## config.mk

```make
export PLATFORM = sky130hd
export DESIGN_NAME = epil_top
export DESIGN_NICKNAME = d
export VERILOG_FILES = /design/src/core/epil_pkg.sv /design/src/core/epil_top.sv
export SDC_FILE = /design/constraint.sdc
export NUM_CORES = 1
export LEC_CHECK = 0
export ABC_CLOCK_PERIOD_IN_PS = 4500
export BUFFER_PORTS_ARGS = -buffer_cell sky130_fd_sc_hd__clkbuf_2
export CAP_MARGIN = 10
export CORE_MARGIN = 4
export CORE_UTILIZATION = 35
export DETAILED_ROUTE_END_ITERATION = 8
export GPL_ROUTABILITY_DRIVEN = 0
export HOLD_SLACK_MARGIN = 0.03
export PLACE_DENSITY = 0.56
export SYNTH_ARGS = -nofsm -noshare
export SYNTH_HDL_FRONTEND = slang
export SYNTH_SLANG_ARGS = --single-unit
```

## constraint.sdc

```tcl
create_clock -name hclk -period 4.5 [get_ports hclk]
set_input_delay 0.225 -clock hclk [delete_from_list [all_inputs] [get_ports hclk]]
set_output_delay 0.225 -clock hclk [all_outputs]
set_load 0.02 [all_outputs]
```

## src/core/epil_pkg.sv

```systemverilog
// constants and types for the external pin interrupt block
package epil_pkg;
	// ========================================
	// register indices (byte address = index * 4)
	localparam logic [7:0] IDX_EXT_CFG = 8'hF9;
	localparam logic [7:0] IDX_KEY_CFG = 8'hFB;
	localparam logic [7:0] IDX_FILT = 8'hFA;
	localparam logic [7:0] IDX_SENSE = 8'hF0;
	localparam logic [7:0] IDX_STAT = 8'hF1;
	localparam logic [7:0] IDX_MASK = 8'hF2;
	localparam logic [7:0] IDX_ROUTE = 8'hF3;
	localparam logic [7:0] RST_BYTE = 8'h00;
	localparam logic [1:0] BYTE_OFS = 2'h0;
	// ========================================
	// sources and pins
	localparam int N_EXT = 3;
	localparam int N_KEY = 4;
	localparam int N_SRC = 4;
	localparam int SRC_KEY = 3;
	localparam logic PIN_IDLE = 1'b1;
	// ========================================
	// filter clock select codes
	localparam logic [1:0] FILT_OFF = 2'h0;
	localparam logic [1:0] FILT_F1 = 2'h1;
	localparam logic [1:0] FILT_MID = 2'h2;
	localparam logic [1:0] FILT_SLOW = 2'h3;
	localparam int DIV_MID = 8;
	localparam int DIV_SLOW = 32;
	// ========================================
	// route bits
	localparam int ROUTE_A_POS = 0;
	localparam int ROUTE_B_POS = 1;
	// ========================================
	// types
	typedef struct packed {
		logic ok;
		logic wr;
		logic [7:0] idx;
	} epil_aphase_t;

	// enable bit of channel k; both-edge bit sits one above, filter field at it
	function automatic int ext_en_pos(input int k);
		ext_en_pos = (k == 0) ? 0 : (k == 1) ? 2 : 6;
	endfunction : ext_en_pos
endpackage : epil_pkg

```

## src/core/epil_top.sv

```systemverilog
// external pin and key input interrupt logic with AHB-Lite registers
//
// The AHB-Lite interface to the registers is this design's own decision.
`timescale 1ns/1ps
// What this block does
// - pin requests only while its enable set
// - edge chosen by both-edge and sense bits
// - both-edge bit: 0 one edge, 1 both
// - enable bits gate input, reset to zero
// - rewriting both-edge bit may raise flag
// - two-bit field picks filter sampling clock
// - flag set after three matching samples
// - second input routed from one of two pins
// - enabled key edge raises shared request if no other key active
// - key request wakes from wait and stop
// - key enable bit: 0 off, 1 on
// - key polarity: 0 falling, 1 rising; reset zero
// - falling key held low blocks other keys
// - rising key held high blocks other keys
// - acknowledge clears the request flag
module epil_top #(
	parameter int DIV_MID_P = epil_pkg::DIV_MID,
	parameter int DIV_SLOW_P = epil_pkg::DIV_SLOW
) (
	// clock and reset
	input wire logic hclk,
	input wire logic hresetn,
	// ahb-lite slave
	input wire logic hsel,
	input wire logic [11:0] haddr,
	input wire logic [1:0] htrans,
	input wire logic hwrite,
	input wire logic [2:0] hsize,
	input wire logic [31:0] hwdata,
	input wire logic hready,
	output logic hreadyout,
	output logic [31:0] hrdata,
	output logic hresp,
	// pins
	input wire logic ext_irq_pin0,
	input wire logic ext_irq_pin1_a,
	input wire logic ext_irq_pin1_b,
	input wire logic ext_irq_pin3,
	input wire logic [3:0] key_input_pin,
	// interrupt side
	input wire logic [epil_pkg::N_SRC-1:0] irq_ack,
	output logic [epil_pkg::N_SRC-1:0] request_pending_flag,
	output logic irq,
	output logic wake_req
);
	import epil_pkg::*;

	// ========================================
	// registers
	logic [7:0] ext_irq_pin_config;
	logic [7:0] key_irq_pin_config;
	logic [7:0] ext_pin_filter_config;
	logic [N_EXT-1:0] edge_sense_select;
	logic [1:0] route_cfg;
	logic [N_SRC-1:0] stat;
	logic [N_SRC-1:0] mask;
	epil_aphase_t aph;
	logic rd_pend;
	logic [31:0] rd_mux;
	logic wr_go;
	logic [N_SRC-1:0] w1c;
	logic [N_SRC-1:0] stat_set;
	logic [N_EXT-1:0] pl_chg;
	logic [N_EXT-1:0] ext_en_v;
	logic [N_EXT-1:0] ext_pl_v;
	logic [7:0] sync1;
	logic [7:0] sync2;
	logic [N_EXT-1:0] ext_lvl;
	logic [4:0] div_cnt;
	logic [N_EXT-1:0] samp_en;
	logic [2:0] samp [N_EXT];
	logic [N_EXT-1:0] filt_lvl;
	logic [N_EXT-1:0] prev_lvl;
	logic [N_EXT-1:0] ext_evt;
	logic [N_KEY-1:0] key_lvl;
	logic [N_KEY-1:0] key_active;
	logic key_comb;
	logic key_prev;
	logic key_evt;
	logic [N_KEY-1:0] key_low_hold;
	logic [N_KEY-1:0] key_high_hold;

	// ========================================
	// bus slave
	assign hresp = 1'b0;
	assign hreadyout = ~rd_pend; // reads take one wait state
	assign wr_go = aph.ok & aph.wr;

	// capture address phase; only aligned words inside the map
	always_ff @(posedge hclk or negedge hresetn) begin
		if (!hresetn) begin
			aph <= '0;
		end else if (hready) begin
			aph.ok <= hsel & htrans[1] & (haddr[1:0] == BYTE_OFS)
				& (haddr[11:10] == BYTE_OFS);
			aph.wr <= hwrite;
			aph.idx <= haddr[9:2];
		end else begin
			aph.ok <= aph.ok & ~aph.wr;
		end
	end

	// read data loaded one cycle after the address, so a write just
	// before is always seen
	always_ff @(posedge hclk or negedge hresetn) begin
		if (!hresetn) begin
			rd_pend <= 1'b0;
			hrdata <= '0;
		end else if (rd_pend) begin
			rd_pend <= 1'b0;
			hrdata <= rd_mux;
		end else begin
			rd_pend <= hready & hsel & htrans[1] & ~hwrite;
		end
	end

	// read mux; unmapped words read zero
	always_comb begin
		rd_mux = '0;
		case (aph.idx)
			IDX_EXT_CFG: rd_mux[7:0] = ext_irq_pin_config;
			IDX_KEY_CFG: rd_mux[7:0] = key_irq_pin_config;
			IDX_FILT: rd_mux[7:0] = ext_pin_filter_config;
			IDX_SENSE: rd_mux[N_EXT-1:0] = edge_sense_select;
			IDX_ROUTE: rd_mux[1:0] = route_cfg;
			IDX_STAT: rd_mux[N_SRC-1:0] = stat;
			IDX_MASK: rd_mux[N_SRC-1:0] = mask;
			default: rd_mux = '0;
		endcase
	end

	// ========================================
	// configuration writes
	always_ff @(posedge hclk or negedge hresetn) begin
		if (!hresetn) begin
			ext_irq_pin_config <= RST_BYTE;
			key_irq_pin_config <= RST_BYTE;
			ext_pin_filter_config <= RST_BYTE;
			edge_sense_select <= '0;
			route_cfg <= '0;
			mask <= '0;
		end else if (wr_go) begin
			case (aph.idx)
				IDX_EXT_CFG: ext_irq_pin_config <= hwdata[7:0];
				IDX_KEY_CFG: key_irq_pin_config <= hwdata[7:0];
				IDX_FILT: ext_pin_filter_config <= hwdata[7:0];
				IDX_SENSE: edge_sense_select <= hwdata[N_EXT-1:0];
				IDX_ROUTE: route_cfg <= hwdata[1:0];
				IDX_MASK: mask <= hwdata[N_SRC-1:0];
				default: ;
			endcase
		end
	end

	// per-channel fields; a both-edge bit that changes in a write that sets the channel's
	// enable bit is reported as a request, as the pin logic would glitch
	always_comb begin
		for (int k = 0; k < N_EXT; k++) begin
			ext_en_v[k] = ext_irq_pin_config[ext_en_pos(k)];
			ext_pl_v[k] = ext_irq_pin_config[ext_en_pos(k) + 1];
			pl_chg[k] = wr_go && (aph.idx == IDX_EXT_CFG)
				&& hwdata[ext_en_pos(k)]
				&& (hwdata[ext_en_pos(k) + 1] != ext_pl_v[k]);
		end
	end

	// ========================================
	// pin synchronisers: ext0, ext1a, ext1b, ext3, keys
	always_ff @(posedge hclk or negedge hresetn) begin
		if (!hresetn) begin
			sync1 <= '1;
			sync2 <= '1;
		end else begin
			sync1 <= {key_input_pin, ext_irq_pin3, ext_irq_pin1_b,
				ext_irq_pin1_a, ext_irq_pin0};
			sync2 <= sync1;
		end
	end

	// second input uses pin b only when route a set and route b clear
	assign ext_lvl[0] = sync2[0];
	assign ext_lvl[1] = (route_cfg[ROUTE_A_POS] & ~route_cfg[ROUTE_B_POS])
		? sync2[2] : sync2[1];
	assign ext_lvl[2] = sync2[3];
	assign key_lvl = sync2[7:4];

	// ========================================
	// sampling clock divider
	always_ff @(posedge hclk or negedge hresetn) begin
		if (!hresetn) begin
			div_cnt <= '0;
		end else if (div_cnt == 5'(DIV_SLOW_P - 1)) begin
			div_cnt <= '0;
		end else begin
			div_cnt <= div_cnt + 5'h01;
		end
	end

	// sample strobe per channel from its clock select field
	always_comb begin
		for (int k = 0; k < N_EXT; k++) begin
			case (ext_pin_filter_config[ext_en_pos(k) +: 2])
				FILT_F1: samp_en[k] = 1'b1;
				FILT_MID: samp_en[k] = (div_cnt % 5'(DIV_MID_P)) == 5'h00;
				FILT_SLOW: samp_en[k] = div_cnt == 5'h00;
				default: samp_en[k] = 1'b0;
			endcase
		end
	end

	// three-sample filter; bypassed when the select field is off
	always_ff @(posedge hclk or negedge hresetn) begin
		if (!hresetn) begin
			for (int k = 0; k < N_EXT; k++) begin
				samp[k] <= {3{PIN_IDLE}};
			end
			filt_lvl <= {N_EXT{PIN_IDLE}};
			prev_lvl <= {N_EXT{PIN_IDLE}};
		end else begin
			prev_lvl <= filt_lvl;
			for (int k = 0; k < N_EXT; k++) begin
				if (ext_pin_filter_config[ext_en_pos(k) +: 2] == FILT_OFF) begin
					filt_lvl[k] <= ext_lvl[k];
				end else if (samp_en[k]) begin
					samp[k] <= {samp[k][1:0], ext_lvl[k]};
					if (samp[k][1:0] == {2{ext_lvl[k]}}) begin
						filt_lvl[k] <= ext_lvl[k];
					end
				end
			end
		end
	end

	// edge choice: both edges, or the one the sense bit names
	always_comb begin
		for (int k = 0; k < N_EXT; k++) begin
			if (ext_pl_v[k]) begin
				ext_evt[k] = filt_lvl[k] != prev_lvl[k];
			end else if (edge_sense_select[k]) begin
				ext_evt[k] = filt_lvl[k] & ~prev_lvl[k];
			end else begin
				ext_evt[k] = ~filt_lvl[k] & prev_lvl[k];
			end
			ext_evt[k] = ext_evt[k] & ext_en_v[k];
		end
	end

	// ========================================
	// key inputs: one shared detector, so a pin sitting at its active
	// level masks edges on the others
	always_comb begin
		for (int k = 0; k < N_KEY; k++) begin
			key_active[k] = key_irq_pin_config[2 * k]
				& (key_irq_pin_config[2 * k + 1]
				? key_lvl[k] : ~key_lvl[k]);
		end
	end
	assign key_comb = |key_active;
	assign key_evt = key_comb & ~key_prev;

	// previous combined level
	always_ff @(posedge hclk or negedge hresetn) begin
		if (!hresetn) begin
			key_prev <= 1'b0;
		end else begin
			key_prev <= key_comb;
		end
	end

	// ========================================
	// sticky request flags: set beats clear from write or acknowledge
	assign stat_set = {key_evt, ext_evt | pl_chg};
	assign w1c = (wr_go && aph.idx == IDX_STAT) ? hwdata[N_SRC-1:0] : '0;

	always_ff @(posedge hclk or negedge hresetn) begin
		if (!hresetn) begin
			stat <= '0;
		end else begin
			stat <= (stat & ~(w1c | irq_ack)) | stat_set;
		end
	end

	assign request_pending_flag = stat;
	assign irq = |(stat & mask);
	// wake works with the clock gated off elsewhere; held until cleared
	assign wake_req = stat[SRC_KEY];

	// keys parked at their active level, rebuilt from the raw fields so
	// the blocking checks do not lean on the detector's own terms
	always_comb begin
		for (int k = 0; k < N_KEY; k++) begin
			key_low_hold[k] = key_irq_pin_config[2 * k]
				& ~key_irq_pin_config[2 * k + 1] & ~key_lvl[k];
			key_high_hold[k] = key_irq_pin_config[2 * k]
				& key_irq_pin_config[2 * k + 1] & key_lvl[k];
		end
	end
endmodule : epil_top

```

[Word-level counts from Yosys, hierarchy flattened]
Index checks and enable logic that the tools add are counted.
Storage, ports and cells
  register bits after elaboration: 90
  latch bits: 0
  memory bits (writable): 0
  ROM bits: 0
  output and inout port bits: 40
  word-level logic and storage cells: 163
  memories: 0
Operators by class
  add/sub/neg operators: 1
  multipliers: 0
  divide/modulo/power cells: 0
  magnitude comparators: 0
  equal/unequal tests: 26
  shifts and indexed selects: 0
  multiplexer cells: 31
  bitwise logic cells: 47
  reductions and logical operators: 35
Operator list (count)
  $eq A8 B8 Y1 const B: 7
  $reduce_and A2 Y1: 12
  $and A1 B1 Y1: 23
  $mux W1: 22
  $not A1 Y1: 18
  $pmux W2 S7: 1
  $eq A2 B2 Y1 const B: 6
  $pmux W4 S3: 1
  $reduce_bool A2 Y1: 6
  $logic_not A2 Y1: 5
  $logic_not A5 Y1: 2
  $pmux W1 S3: 3
  $and A4 B4 Y4: 2
  $logic_and A1 B1 Y1: 8
  $or A4 B4 Y4: 2
  $reduce_or A4 Y1: 2
  $eq A2 B1 Y1 const B: 3
  $eq A2 B2 Y1: 3
  $ne A1 B1 Y1: 6
  $pmux W1 S6: 1
  $add A5 B1 Y5 const B: 1
  $eq A5 B5 Y1 const B: 1
  $mux W5: 1
  $pmux W1 S5: 1
  other kinds (3): 3

[Depth between registers and ports, before layout]
  word-level depth: 7
  depth in mapped cells: 6
  mapped depth without buffers: 6

[Least setup slack after synthesis]
Ideal clock, no wire load.
  path kind: register -> register
  start point: register aph[7] (netlist name)
  end point: register key_irq_pin_config[0]
  setup time: 0.127 ns
  arrival time: 1.528 ns
  required time: 4.373 ns
  path slack: 2.844 ns
  cell stages (with the launch flop): 6
  path buffers: 1
  path through: dfrtp_1 -> nand4_2 -> nor4_4 -> and3_1 -> buf_4 -> mux2_1
Between the ends
  word-level cells in the longest chain between the ends: 2
Ends and longest elaborated chain
  start, declared: RTL line epil_top.sv:62  | epil_aphase_t aph;
  $eq A8 B8 Y1: RTL line epil_top.sv:148  | case (aph.idx)
  $reduce_and A2 Y1 (no line)
  end signal, assigned: RTL line epil_top.sv:150  | IDX_KEY_CFG: key_irq_pin_config <= hwdata[7:0];
  end, declared: RTL line epil_top.sv:56  | logic [7:0] key_irq_pin_config;
Every way passes these cells.
A chain may end at the register's enable or synchronous reset.

[Worst setup path after layout]
  start point: register aph[3] (netlist name)
  end point: register key_irq_pin_config[0]
Same word-level chain as after synthesis.

==> out/qor.csv <==
metric,value,unit
outcome,"finished, final reports clean",
p_int,1460,uW
cts_resized,0,
drt_wl_total,8800,microns
final_util,41.5,%
route.met3.wl,521,microns
clockRootBuffer,clkbuf_16,
timing.slew.headroom,45.6,%
grt_max_degree,54,
top_layer_used,met4,
power.leakage,0.00231,uW
syn_area_per_cell,12.4,sq um
dpl-instance-area,4590,sq um
fill_cells,1142,
fin_tns_setup,0,ns
grt_pass1_vias,2829,
power_density,389,nW/um^2
start_util,35.7,%
dr_total_vias,2748,
firstDrtPassIters,4,
cts_buffer_depth,2,
instances_no_fill,558,
r2r_slack,1.93,ns
synthArstFlopShare,100,%
drive_above_1_share,37.2,%
ys_top_cells_by_area,"dfrtp_1 36%, dfstp_2 17%, mux2_2 14%, buf_4 4.7%, ha_1 2.6%",
pwr-share-clk,40.7,%
n_antenna_cell,0,
fin_nets,481,
dp.cells,533,
netlist_top_cells_count,"62 x dfrtp_1, 52 x mux2_2, 28 x dfstp_2, 27 x buf_4, 18 x inv_1",
preCtsSetupSlack,1.91,ns
die_w,119,microns
worstPathRequired,4.71,ns
std_cell_rows,40,
hold_viol_final,0,
met1Wirelength,4090,microns
seqPwrFrac,48.4,%
synth_most_common_cell,dfrtp_1,
drv_slew,0,
yosys_warnings,0,
grt_setup_unrepaired,no,
period_share,57.2,%
ant_nets,0,
final_area,4990,sq um
cts.sinks,90,
crit_arrival,2.79,ns
ctsHtreeMaxLevel,3,
seq_area_frac_synth,53.3,%
swShare,24.6,%
hold_class,input pin to flip-flop,
area_growth,16.3,%
initialDrtViolationCount,136,
worstSetupEndpointType,flip-flop,
antenna_found_initial,0,
hold_buffers,9,
clk_pin_slew,0.06,ns
netlist_area,4290,sq um
fmax,388,MHz
switchingPower,479,uW
dpl.hpwl,6300,microns
portBuffers,52,
grt_pass1_wl,14800,microns
postLayoutSetupSlackWorst,1.93,ns
crit_type,flip-flop to flip-flop,
fin_crit,2.57,ns
io-pin-count,106,
track_usage,13.0,%
wl_met2,4110,microns
cts_tree,done,
wl_per_cell,15.8,microns
setup_viol,0,
synth_largest_area_cell,dfrtp_1,
fin_skew,0.00757,ns
numCtsBuffers,9,
die_y,119,microns
grt_overflow,0,
synth_edf_count,0,
start_kind,flip-flop,
ys.flop_type,dfrtp_1,
ys_seq_elements,90,
clk_latency,0.34,ns
synth_top_area_share,36.2,%
synth_cell_type_count,51,
cap_violations,0,
worst-path-max-fanout,22,
core_area,12000,sq um
drc_errors,0,
max_slew.worst_pin.slew,0.816,ns
postCtsSetupRepairBufs,0,
vdd_ir_drop_max,0.000158,V
comb_power_share,10.9,%
dieArea,14100,sq um
viasPerCell,4.92,
syn_inst,346,
[sequential cells by signal, indices dropped and copies added, names as in the netlist, 4 cells and up]
name	cells
request_pending_flag	4
aph	10
ext_irq_pin_config	8
samp	6
div_cnt	5
sync1	8
ext_pin_filter_config	8
mask	4
sync2	8
hrdata	8
key_irq_pin_config	8
[stage by stage]
stage	total power, uW	hold WS, ns
2_1_floorplan	1100	-0.0706
3_3_place_gp	1160	0.220
3_5_place_dp	1160	0.231
4_1_cts	1970	0.0870
5_1_grt	2030	0.116
6_report	1940	0.0983
[cell usage in the layout, fill, tap and decap left out, types with 10 or more instances in the layout]
cell type	count
dfrtp_1	62
mux2_2	52
clkbuf_2	51
dfstp_2	28
conb_1	25
inv_1	18
nor2_1	14
nand2_1	10
[critical path: stages (launching register included)]
cell and delay [ns]:
dfrtp_1 0.87, inv_2 0.13, nor4_4 0.57, and3_1 0.51, mux2_1 0.37
[power groups by stage]
stage          logic, uW  clock network, uW  registers (uW)
6_report             212                790             940
3_5_place_dp         208                  0             954
4_1_cts              216                810             940
3_3_place_gp         204                  0             952
5_1_grt              239                842             949
2_1_floorplan        163                  0             934
[kinds of logic after synthesis]
group | Yosys count | synth area share [%]
compound gates | 50 | 8.84
xor+xnor | 9 | 1.84
fa+ha+maj | 9 | 2.63
buf+inv | 56 | 7.38
flops | 90 | 53.3
mux | 65 | 16.9
other cells | 1 | 0.0874
simple gates | 66 | 8.99
[routing by layer]
metal,vias up,global-route usage [%]
met2,76,19.9
met5,-,0
li1,1308,-
met1,1355,18.0
met3,9,3.68
met4,0,3.77
[layout make-up]
| type | instances | area [sq um] | share of cell area [%] |
|---|---|---|---|
| clock buffers | 11 | 233 | 4.66 |
| flip-flops and latches | 90 | 2290 | 45.8 |
| clock inverters | 5 | 78.8 | 1.58 |
| inverters | 19 | 71.3 | 1.43 |
| well taps | 147 | 184 | 3.69 |
| repair buffers | 62 | 360 | 7.22 |
| multi-input cells | 224 | 1780 | 35.6 |
[worst paths after layout]
| path | start | to | cells past startpoint |
|---|---|---|---|
| min | haddr[5] | aph[3] | 3 |
| max in group asynchronous | hresetn | key_prev | 3 |
| max | aph[3] | key_irq_pin_config[0] | 4 |
| min reg2reg | sync1[6] | sync2[6] | 0 |
| max reg2reg | aph[3] | key_irq_pin_config[0] | 4 |
| min in group asynchronous | hresetn | ext_pin_filter_config[1] | 2 |
Power figures use the tool's default switching activity.
